<file path="config.mk">
export PLATFORM = sky130hd
export DESIGN_NAME = cam_mask
export DESIGN_NICKNAME = d
export VERILOG_FILES = /design/src/hdl/cam_pkg.sv /design/src/hdl/cam_mask.sv
export VERILOG_INCLUDE_DIRS = /design/src /design/src/hdl
export SDC_FILE = /design/constraint.sdc
export NUM_CORES = 1
export LEC_CHECK = 0
export BUFFER_PORTS_ARGS = -buffer_cell sky130_fd_sc_hd__buf_2
export CORE_MARGIN = 1.5
export CORE_UTILIZATION = 35
export DETAILED_ROUTE_END_ITERATION = 16
export GPL_TIMING_DRIVEN = 0
export PLACE_DENSITY = 0.62
export SLEW_MARGIN = 20
export SYNTH_ARGS = -nofsm -noshare
export SYNTH_HDL_FRONTEND = slang
export SYNTH_SLANG_ARGS = --single-unit
</file>
<file path="constraint.sdc">
create_clock -name ref_clk -period 3 [get_ports ref_clk]
set_clock_uncertainty 0.2 [all_clocks]
set_input_delay 0.6 -clock ref_clk [delete_from_list [all_inputs] [get_ports ref_clk]]
set_output_delay 0.6 -clock ref_clk [all_outputs]
set_load 0.005 [all_outputs]
</file>
<file path="src/hdl/cam_regs.svh">
// Register offsets, field positions and reset values of the acceptance mask block
`ifndef CAM_REGS_SVH
`define CAM_REGS_SVH
`define CAM_OFF_SEL_HIGH 12'h000
`define CAM_OFF_STD0 12'h004
`define CAM_OFF_EXT0 12'h008
`define CAM_OFF_STD1 12'h00c
`define CAM_OFF_EXT1 12'h010
`define CAM_OFF_STD2 12'h014
`define CAM_OFF_EXT2 12'h018
`define CAM_OFF_FILTER 12'h01c
`define CAM_OFF_RESULT 12'h020
`define CAM_SEL_RESET 16'h0000
`define CAM_STD_WMASK 16'hffeb
`define CAM_STD_SID_HI 15
`define CAM_STD_SID_LO 5
`define CAM_STD_TYPE_BIT 3
`define CAM_FLT_EXT_BIT 29
`endif
</file>
<file path="src/hdl/cam_pkg.sv">
// Types of the acceptance mask block
package cam_pkg;
  typedef enum logic [1:0] {
    CAM_SRC_MASK0,
    CAM_SRC_MASK1,
    CAM_SRC_MASK2,
    CAM_SRC_RSVD
  } cam_src_e;
  typedef struct packed {
    logic [15:0] std;
    logic [15:0] ext;
  } cam_mask_s;
  typedef struct packed {
    logic valid;
    logic ext;
    logic [28:0] ident;
  } cam_frame_s;
endpackage

</file>
<file path="src/hdl/cam_mask.sv">
// CAN acceptance mask registers and filter 8 masked comparison
//
// Design decisions made here: the address map and the APB interface to the registers.
`timescale 1ns/1ps
`include "cam_regs.svh"
module cam_mask (
  input wire logic ref_clk,
  input wire logic rst,
  input wire logic psel,
  input wire logic penable,
  input wire logic pwrite,
  input wire logic [11:0] paddr,
  input wire logic [31:0] pwdata,
  output logic [31:0] prdata,
  output logic pready,
  output logic pslverr,
  input wire cam_pkg::cam_frame_s rxFrame,
  output logic matchValid,
  output logic filter8Hit
);
  logic [15:0] selHigh_r;
  cam_pkg::cam_mask_s masks_r [3];
  logic [29:0] filter_r;
  logic [31:0] result_r;
  logic access;
  logic setup;
  logic mapped;
  logic [31:0] rdMux;
  logic wrEn;
  logic wrSel;
  logic wrFilter;
  logic [2:0] wrStd;
  logic [2:0] wrExt;
  logic idMatch;

  // Gathers the 29 mask bits laid out as standard then extended
  function automatic logic [28:0] fullMask(input cam_pkg::cam_mask_s m);
    fullMask = {m.std[`CAM_STD_SID_HI:`CAM_STD_SID_LO], m.std[1:0], m.ext};
  endfunction

  // Standard mask as software sees it, unimplemented bits zero
  function automatic logic [31:0] stdView(input cam_pkg::cam_mask_s m);
    stdView = {16'h0000, m.std & `CAM_STD_WMASK};
  endfunction

  function automatic logic isReg(input logic [11:0] addr, input logic [11:0] off);
    isReg = (addr == off);
  endfunction

  assign access = psel & penable;
  assign setup = psel & ~penable;
  // Writes land only in the access cycle that carries pready
  assign wrEn = access & pready & pwrite;

  // Write strobes, one per writable register
  always_comb begin
    wrSel = 1'b0;
    wrFilter = 1'b0;
    wrStd = 3'b000;
    wrExt = 3'b000;
    if (wrEn) begin
      wrSel = isReg(paddr, `CAM_OFF_SEL_HIGH);
      wrFilter = isReg(paddr, `CAM_OFF_FILTER);
      wrStd[0] = isReg(paddr, `CAM_OFF_STD0);
      wrStd[1] = isReg(paddr, `CAM_OFF_STD1);
      wrStd[2] = isReg(paddr, `CAM_OFF_STD2);
      wrExt[0] = isReg(paddr, `CAM_OFF_EXT0);
      wrExt[1] = isReg(paddr, `CAM_OFF_EXT1);
      wrExt[2] = isReg(paddr, `CAM_OFF_EXT2);
    end
  end

  // Read mux; unmapped addresses answer with an error
  always_comb begin
    mapped = 1'b1;
    rdMux = 32'h0000_0000;
    case (paddr)
      `CAM_OFF_SEL_HIGH: begin
        rdMux = {16'h0000, selHigh_r};
      end
      `CAM_OFF_STD0: begin
        rdMux = stdView(masks_r[0]);
      end
      `CAM_OFF_EXT0: begin
        rdMux = {16'h0000, masks_r[0].ext};
      end
      `CAM_OFF_STD1: begin
        rdMux = stdView(masks_r[1]);
      end
      `CAM_OFF_EXT1: begin
        rdMux = {16'h0000, masks_r[1].ext};
      end
      `CAM_OFF_STD2: begin
        rdMux = stdView(masks_r[2]);
      end
      `CAM_OFF_EXT2: begin
        rdMux = {16'h0000, masks_r[2].ext};
      end
      `CAM_OFF_FILTER: begin
        rdMux = {2'b00, filter_r};
      end
      `CAM_OFF_RESULT: begin
        rdMux = result_r;
      end
      default: begin
        mapped = 1'b0;
      end
    endcase
  end

  // Bus answer: zero wait states, ready one cycle after setup
  always_ff @(posedge ref_clk or posedge rst) begin
    if (rst) begin
      pready <= 1'b0;
      pslverr <= 1'b0;
    end else begin
      pready <= setup;
      pslverr <= setup & ~mapped;
    end
  end

  // Read data held until the next read
  always_ff @(posedge ref_clk or posedge rst) begin
    if (rst) begin
      prdata <= 32'h0000_0000;
    end else if (setup & ~pwrite) begin
      prdata <= rdMux;
    end
  end

  // Upper selector bits; bits 1:0 pick the mask for filter 8, the rest are stored for the other filters
  always_ff @(posedge ref_clk or posedge rst) begin
    if (rst) begin
      selHigh_r <= `CAM_SEL_RESET;
    end else if (wrSel) begin
      selHigh_r <= pwdata[15:0];
    end
  end

  // Reference identifier and its extended-enable bit
  always_ff @(posedge ref_clk or posedge rst) begin
    if (rst) begin
      filter_r <= 30'h0000_0000;
    end else if (wrFilter) begin
      filter_r <= pwdata[29:0];
    end
  end

  // No reset on masks
  always_ff @(posedge ref_clk) begin
    for (int i = 0; i < 3; i++) begin
      if (wrStd[i]) begin
        masks_r[i].std <= pwdata[15:0] & `CAM_STD_WMASK;
      end
      if (wrExt[i]) begin
        masks_r[i].ext <= pwdata[15:0];
      end
    end
  end

  logic [1:0] src;
  logic srcOk;
  cam_pkg::cam_mask_s selMask;
  logic [28:0] cmpMask;
  logic typeOk;
  logic hitNxt;

  assign src = selHigh_r[1:0];

  // Reserved code selects no mask, so nothing matches
  always_comb begin
    srcOk = 1'b1;
    selMask = masks_r[0];
    case (cam_pkg::cam_src_e'(src))
      cam_pkg::CAM_SRC_MASK0: begin
        selMask = masks_r[0];
      end
      cam_pkg::CAM_SRC_MASK1: begin
        selMask = masks_r[1];
      end
      cam_pkg::CAM_SRC_MASK2: begin
        selMask = masks_r[2];
      end
      default: begin
        srcOk = 1'b0;
      end
    endcase
  end

  // Frame type only matters when the mask asks for it
  always_comb begin
    cmpMask = fullMask(selMask);
    typeOk = ~selMask.std[`CAM_STD_TYPE_BIT] | (rxFrame.ext == filter_r[`CAM_FLT_EXT_BIT]);
    idMatch = (((rxFrame.ident ^ filter_r[28:0]) & cmpMask) == 29'h0000_0000);
    hitNxt = srcOk & typeOk & idMatch;
  end

  always_ff @(posedge ref_clk or posedge rst) begin
    if (rst) begin
      matchValid <= 1'b0;
      filter8Hit <= 1'b0;
    end else begin
      matchValid <= rxFrame.valid;
      filter8Hit <= rxFrame.valid & hitNxt;
    end
  end

  // Result: bit 1 last frame type, bit 0 last hit
  always_ff @(posedge ref_clk or posedge rst) begin
    if (rst) begin
      result_r <= 32'h0000_0000;
    end else if (rxFrame.valid) begin
      result_r <= {30'h0000_0000, rxFrame.ext, hitNxt};
    end
  end
endmodule

</file>
Word level (Yosys, flattened, before mapping)
Memories as Yosys holds them, arrays and structs flattened.
Index checks and enable logic that the tools add are counted.
{"block": "totals", "reg_bits": 84, "ram_bits": 90, "memories": 1}
{"block": "classes", "eq_ne": 11, "muxes": 26, "bitwise": 16, "n_reduce_logical": 7}
{"memory": "masks_r", "words": 3, "width": 30, "rd": 3, "rd_ports_with_merged_regs": 0, "wr": 1, "line_no": "cam_mask.sv:22", "source": "cam_pkg::cam_mask_s masks_r [3];"}
{"operator": "30-bit one-hot mux with 9 select lines", "n": 1}
{"operator": "32-bit one-hot mux with 2 select lines", "n": 1}
{"operator": "30-bit 2-to-1 mux", "n": 2}
{"operator": "30-bit OR reduction", "n": 2}
{"operator": "12-bit by 5-bit equality test with 1-bit output (second input constant)", "n": 4}
{"operator": "29-bit bitwise AND", "n": 1}
{"operator": "29-bit logical NOT", "n": 1}
{"operator": "29-bit XOR", "n": 1}
{"operator": "12-bit by 4-bit equality test with 1-bit output (second input constant)", "n": 2}
{"operator": "1-bit 2-to-1 mux", "n": 16}
{"operator": "12-bit by 3-bit equality test with 1-bit output (second input constant)", "n": 1}
{"operator": "12-bit by 6-bit equality test with 1-bit output (second input constant)", "n": 1}
{"operator": "12-bit logical NOT", "n": 1}
{"operator": "1-bit bitwise AND", "n": 9}
{"operator": "9-bit OR reduction", "n": 1}
{"operator": "2-bit 2-to-1 mux", "n": 4}
{"operator": "3-bit 2-to-1 mux", "n": 2}
{"operator": "1-bit inverter", "n": 4}
{"operator": "3-bit OR reduction", "n": 1}
{"operator": "2-bit by 1-bit equality test with 1-bit output (second input constant)", "n": 1}
{"operator": "2-bit equality test (second input constant)", "n": 1}
{"operator": "2-bit logical NOT", "n": 1}
{"operator": "1-bit equality test", "n": 1}
{"operator": "1-bit bitwise OR", "n": 1}

Depth between registers and ports, before layout
{"block": "depth", "depth_word": 9, "mapped_depth": 9, "depth_no_buf": 7}

Least setup slack after synthesis
No wires, ideal clock.
{"block": "synth_path", "path_type": "in2reg", "from": "in paddr[4]", "to": "mem masks_r[1][0] (netlist name), enable pin", "arrival_ns": 2.574, "path_slack_ns": -0.183, "path_stages": 4, "path_cell_list": "buf_1 nor2b_1 nand4_1 nor3_1"}
{"block": "synth_between", "elab_chain_len": 7, "word_cells_on_any_way": 23, "classes_between": "eq/ne (5); mux (16); reduce/logical (2)"}
{"item": "start: declaration", "line_no": "cam_mask.sv:12", "source": "input wire logic [11:0] paddr,"}
{"item": "12-bit by 5-bit equality test with 1-bit output (*)", "line_no": "cam_mask.sv:47", "source": "isReg = (addr == off);"}
{"item": "3-bit 2-to-1 mux (*)", "line_no": "cam_mask.sv:61", "source": "if (wrEn) begin"}
{"item": "net wrExt[1]", "line_no": "cam_mask.sv:33", "source": "logic [2:0] wrExt;"}
{"item": "1-bit 2-to-1 mux (*)", "line_no": "cam_mask.sv:155", "source": "if (wrExt[i]) begin"}
{"item": "1-bit 2-to-1 mux (implied by the code) (*)", "line_no": "cam_mask.sv:156", "source": "masks_r[i].ext <= pwdata[15:0];"}
{"item": "30-bit OR reduction (no source line)"}
{"item": "2-bit 2-to-1 mux (no source line) (2 in series)"}
{"item": "end: declaration", "line_no": "cam_mask.sv:22"}
The timed path passes the listed nets; every way through them passes the cells marked *.

Final worst setup path
{"block": "layout_path", "from": "in paddr[7]", "to": "mem masks_r[0][21] (netlist name), enable pin"}
{"block": "layout_between", "word_cells_on_any_way": 23, "classes_between": "eq/ne (5); mux (16); reduce/logical (2)"}
{"item": "12-bit by 3-bit equality test with 1-bit output", "line_no": "cam_mask.sv:47"}
{"item": "3-bit 2-to-1 mux", "line_no": "cam_mask.sv:61"}
{"item": "net wrStd[0]", "line_no": "cam_mask.sv:32", "source": "logic [2:0] wrStd;"}
{"item": "1-bit 2-to-1 mux", "line_no": "cam_mask.sv:152", "source": "if (wrStd[i]) begin"}
{"item": "1-bit 2-to-1 mux (no source line)"}
{"item": "2-bit 2-to-1 mux (no source line) (2 in series)"}
The timed path passes the listed nets, and every way through them passes these cells.

==> flow_summary_export.csv <==
group,metric,value,unit
placed_design,pre_cts_ws,-0.443,ns
placed_design,place_area,9130,um^2
yosys,yosys_most_used_dff,"edfxtp_1",
yosys,synth_cells,630,
hold_path,holdCritPathClass,"input port to register",
floorplan,fp-row-count,55,
placed_design,detailed_place_hpwl,18.1,mm
sta,hold_viol,0,
finish,fin_util,43.2,%
critical_path,cp-end-kind,"register",
finish,drive_above_1_share,30.6,%
sta,maxSlewHeadroom,39.1,%
floorplan,dieArea,23900,um^2
critical_path,startpoint_type,"input port",
drt,drtIter0Drc,739,
global_routing,grt_pass1_vias,5952,
yosys,synth_cell_type_count,54,
sta,min_period,2.95,ns
clocking,cts_sinks,172,
yosys,synthSimpleGateAreaFrac,12.7,%
floorplan,start_util,35.6,%
yosys,synth_area_leaders,"edfxtp_1 34%, dfrtp_1 25%, mux2_2 5.3%, mux2i_1 4.7%, a221oi_1 3.5%",
global_routing,grt_usage,21.7,%
yosys,async_flop_share,47.7,%
floorplan,ios,116,
critical_path,arrival,2.88,ns
drt,vias,6025,
clocking,numCtsBuffers,17,
sta,finalMaxSlewViolations,0,
yosys,syn_area,8060,um^2
yosys,ys_ff_latch,172,
sta,fin_ws,0.0537,ns
global_routing,grt_max_degree,56,
yosys,yosys.area_share.adder,0.466,%
finish,design_area,9780,um^2
yosys,synth_top_area_cell,"edfxtp_1",
drt,post-route-drc-count,0,
hold_path,min_from,"rxFrame[30]",
yosys,synth_top_family_by_area,"multiplexers",
finish,syn2layout_area_growth,21.5,%
finish,final_cells,1070,
yosys,synth_edf_count,90,
floorplan,die_h,155,um
placed_design,gp_congestion,0.946,
yosys,synth_compound_area_share,8.29,%
sta,fmax,339,MHz
sta,finalSetupViolations,0,
pwr,p_per_area,510,nW/um^2
pwr,p_leak,4.19,nW
drt,drtAntennaViolNets,0,
finish,register_area,4750,um^2
finish,final_nets,855,
finish,n_fill_cell,2046,
critical_path,criticalPathCategory,"input port to register",
critical_path,r2r_start,"selHigh_r[1]",
clocking,cts_tree,"built",
yosys,yosys_warnings,0,
critical_path,slowest_stage,"nor3_4",
floorplan,fp.dieW,155,um
drt,vias_per_cell,5.63,
yosys,synth_top_area_share,33.6,%
finish,n_antenna_cell,0,
pwr,ir_worst_vdd,427,uV
yosys,synthXorXnorAreaFrac,3.26,%
clocking,clkTransAtPathRegs,0.06,ns
clocking,h-tree-depth,4,
placed_design,dp.cells,1035,
critical_path,crit_chain,"buf_2, nor4_4, nand4_1, clkbuf_1, nor3_4, buf_4",
sta,finalCritPeriodShare,98.2,%
sta,rsz0062_at_grt,"yes",
critical_path,worstSetupStartpoint,"paddr[7]",
critical_path,slowest_delay,0.58,ns
yosys,avgSynthCellArea,12.8,um^2
flow_run,maxCapViolations,0,
finish,multiInputGateArea,3130,um^2
sta,tightest_slew,0.913,ns
clocking,clk_latency,0.44,ns
critical_path,crit_path_max_fanout,10,
floorplan,coreArea,22600,um^2
run_status,status,"complete, no violations",
clocking,clock-root-buffer,"clkbuf_16",
global_routing,grt_pass1_wl,37.5,mm
drt,drtPass1Iterations,5,
critical_path,required,2.94,ns
yosys,synth_mux_area_share,13.3,%
yosys,ys_seq_area_share,59.0,%
global_routing,antenna_found_initial,0,
drt,drt_wl_total,25.5,mm
clocking,max-clock-path-buffers,2,
placed_design,port_buffers,110,
drt,wl_per_cell,23.8,um
global_routing,overflow,0,
## metal layers
metal,GRT usage [%],vias to the layer above,share of wire [%]
met5,0,-,0
met4,7.92,0,2.6
met3,4.93,48,10
met2,34.1,371,45
met1,29.6,2940,42
li1,-,2666,-
## cell usage in the layout, fill, tap and decap left out, drive strengths merged, types with 3 or more instances in the layout
cell type  count
a21oi          8
a221oi        32
a22o           4
a22oi          3
a31oi          3
buf          137
clkbuf        51
clkinv         4
dfrtp         82
edfxtp        90
ha             3
inv           11
mux2          50
mux2i         38
mux4           4
nand2         55
nand2b         3
nand3         19
nand4          7
nor2           9
nor2b         30
nor3          41
nor4          14
o21ai         14
o22ai         16
xnor2         30
## final cells by class
class	count	share of cell area, %
Clock buffer	26	5.76
Clock inverter	6	0.448
Tap cell	285	3.64
Multi-Input combinational cell	408	32.0
Inverter	10	0.409
Timing Repair Buffer	122	7.05
Sequential cell	172	48.6
Buffer	41	2.11
## state kept, by name, indices dropped and copies added, names as in the netlist
signal	cells
result_r	2
prdata	30
pslverr	1
filter_r	30
selHigh_r	16
pready	1
filter8Hit	1
masks_r	90
matchValid	1
## timing repair
item                                    CTS  global route
endpoints found under the setup margin    2            37
resized for setup                         2            10
pin swaps                                 0             1
hold endpoints to repair                 16             0
hold buffers                              1             0
setup buffers                             0             2
## cell usage after synthesis (3+ instances only)
library cell and n:
mux2_2 38, inv_1 10, nand2b_1 3, nand3_1 19, o21ai_0 13, dfrtp_1 82, ha_1 3, mux2i_1 38
a21oi_1 8, nor3_1 40, o22ai_1 16, a31oi_1 3, nand4_1 6, clkbuf_1 23, a22oi_1 3, buf_2 11
mux2_4 10, buf_1 3, edfxtp_1 90, nor4_1 10, nor2b_1 30, mux4_2 4, nor2_1 9, nand2_1 55
a22o_1 4, xnor2_1 30, a221oi_1 32
## power by group
part	switching (mW)	internal [mW]
registers	0.00207	2.49
clock network	0.922	1.30
logic	0.174	0.101
## logic make-up after synthesis
logic type               after synthesis
XOR/XNOR                              30
buffers and inverters                 51
AO/OA/AOI/OAI                         92
adder cells (fa/ha/maj)                3
multiplexers                          92
other                                  1
AND/OR/NAND/NOR                      189
flip-flops                           172
## path summary, 6_finish.rpt
| check | endpoint | slack [ns] | cells after the start |
|---|---|---|---|
| setup reg to reg | filter8Hit | 0.12 | 8 |
| max in group asynchronous | selHigh_r[15] | 1.44 | 4 |
| hold reg to reg | prdata[24] | 0.26 | 2 |
| setup / recovery | masks_r[0][21] | 0.05 | 6 |
| min in group asynchronous | filter_r[0] | 0.53 | 3 |
| hold / removal | matchValid | 0.19 | 1 |
## stage by stage
stage	hold WS [ns]	setup TNS (ns)	total power, mW
2_1_floorplan	0.263	-2.59	2.67
3_3_place_gp	0.245	-226.31	2.81
3_5_place_dp	0.255	-23.30	2.81
4_1_cts	0.186	0	5.01
5_1_grt	0.175	-0.0430	5.12
6_report	0.186	0	4.99
## critical path: cells and delay by family
family / cells / cell delay, ns
buf+inv: 3 / 0.88
simple gates: 3 / 1.40
No activity file was read; power rests on OpenSTA's default activity.
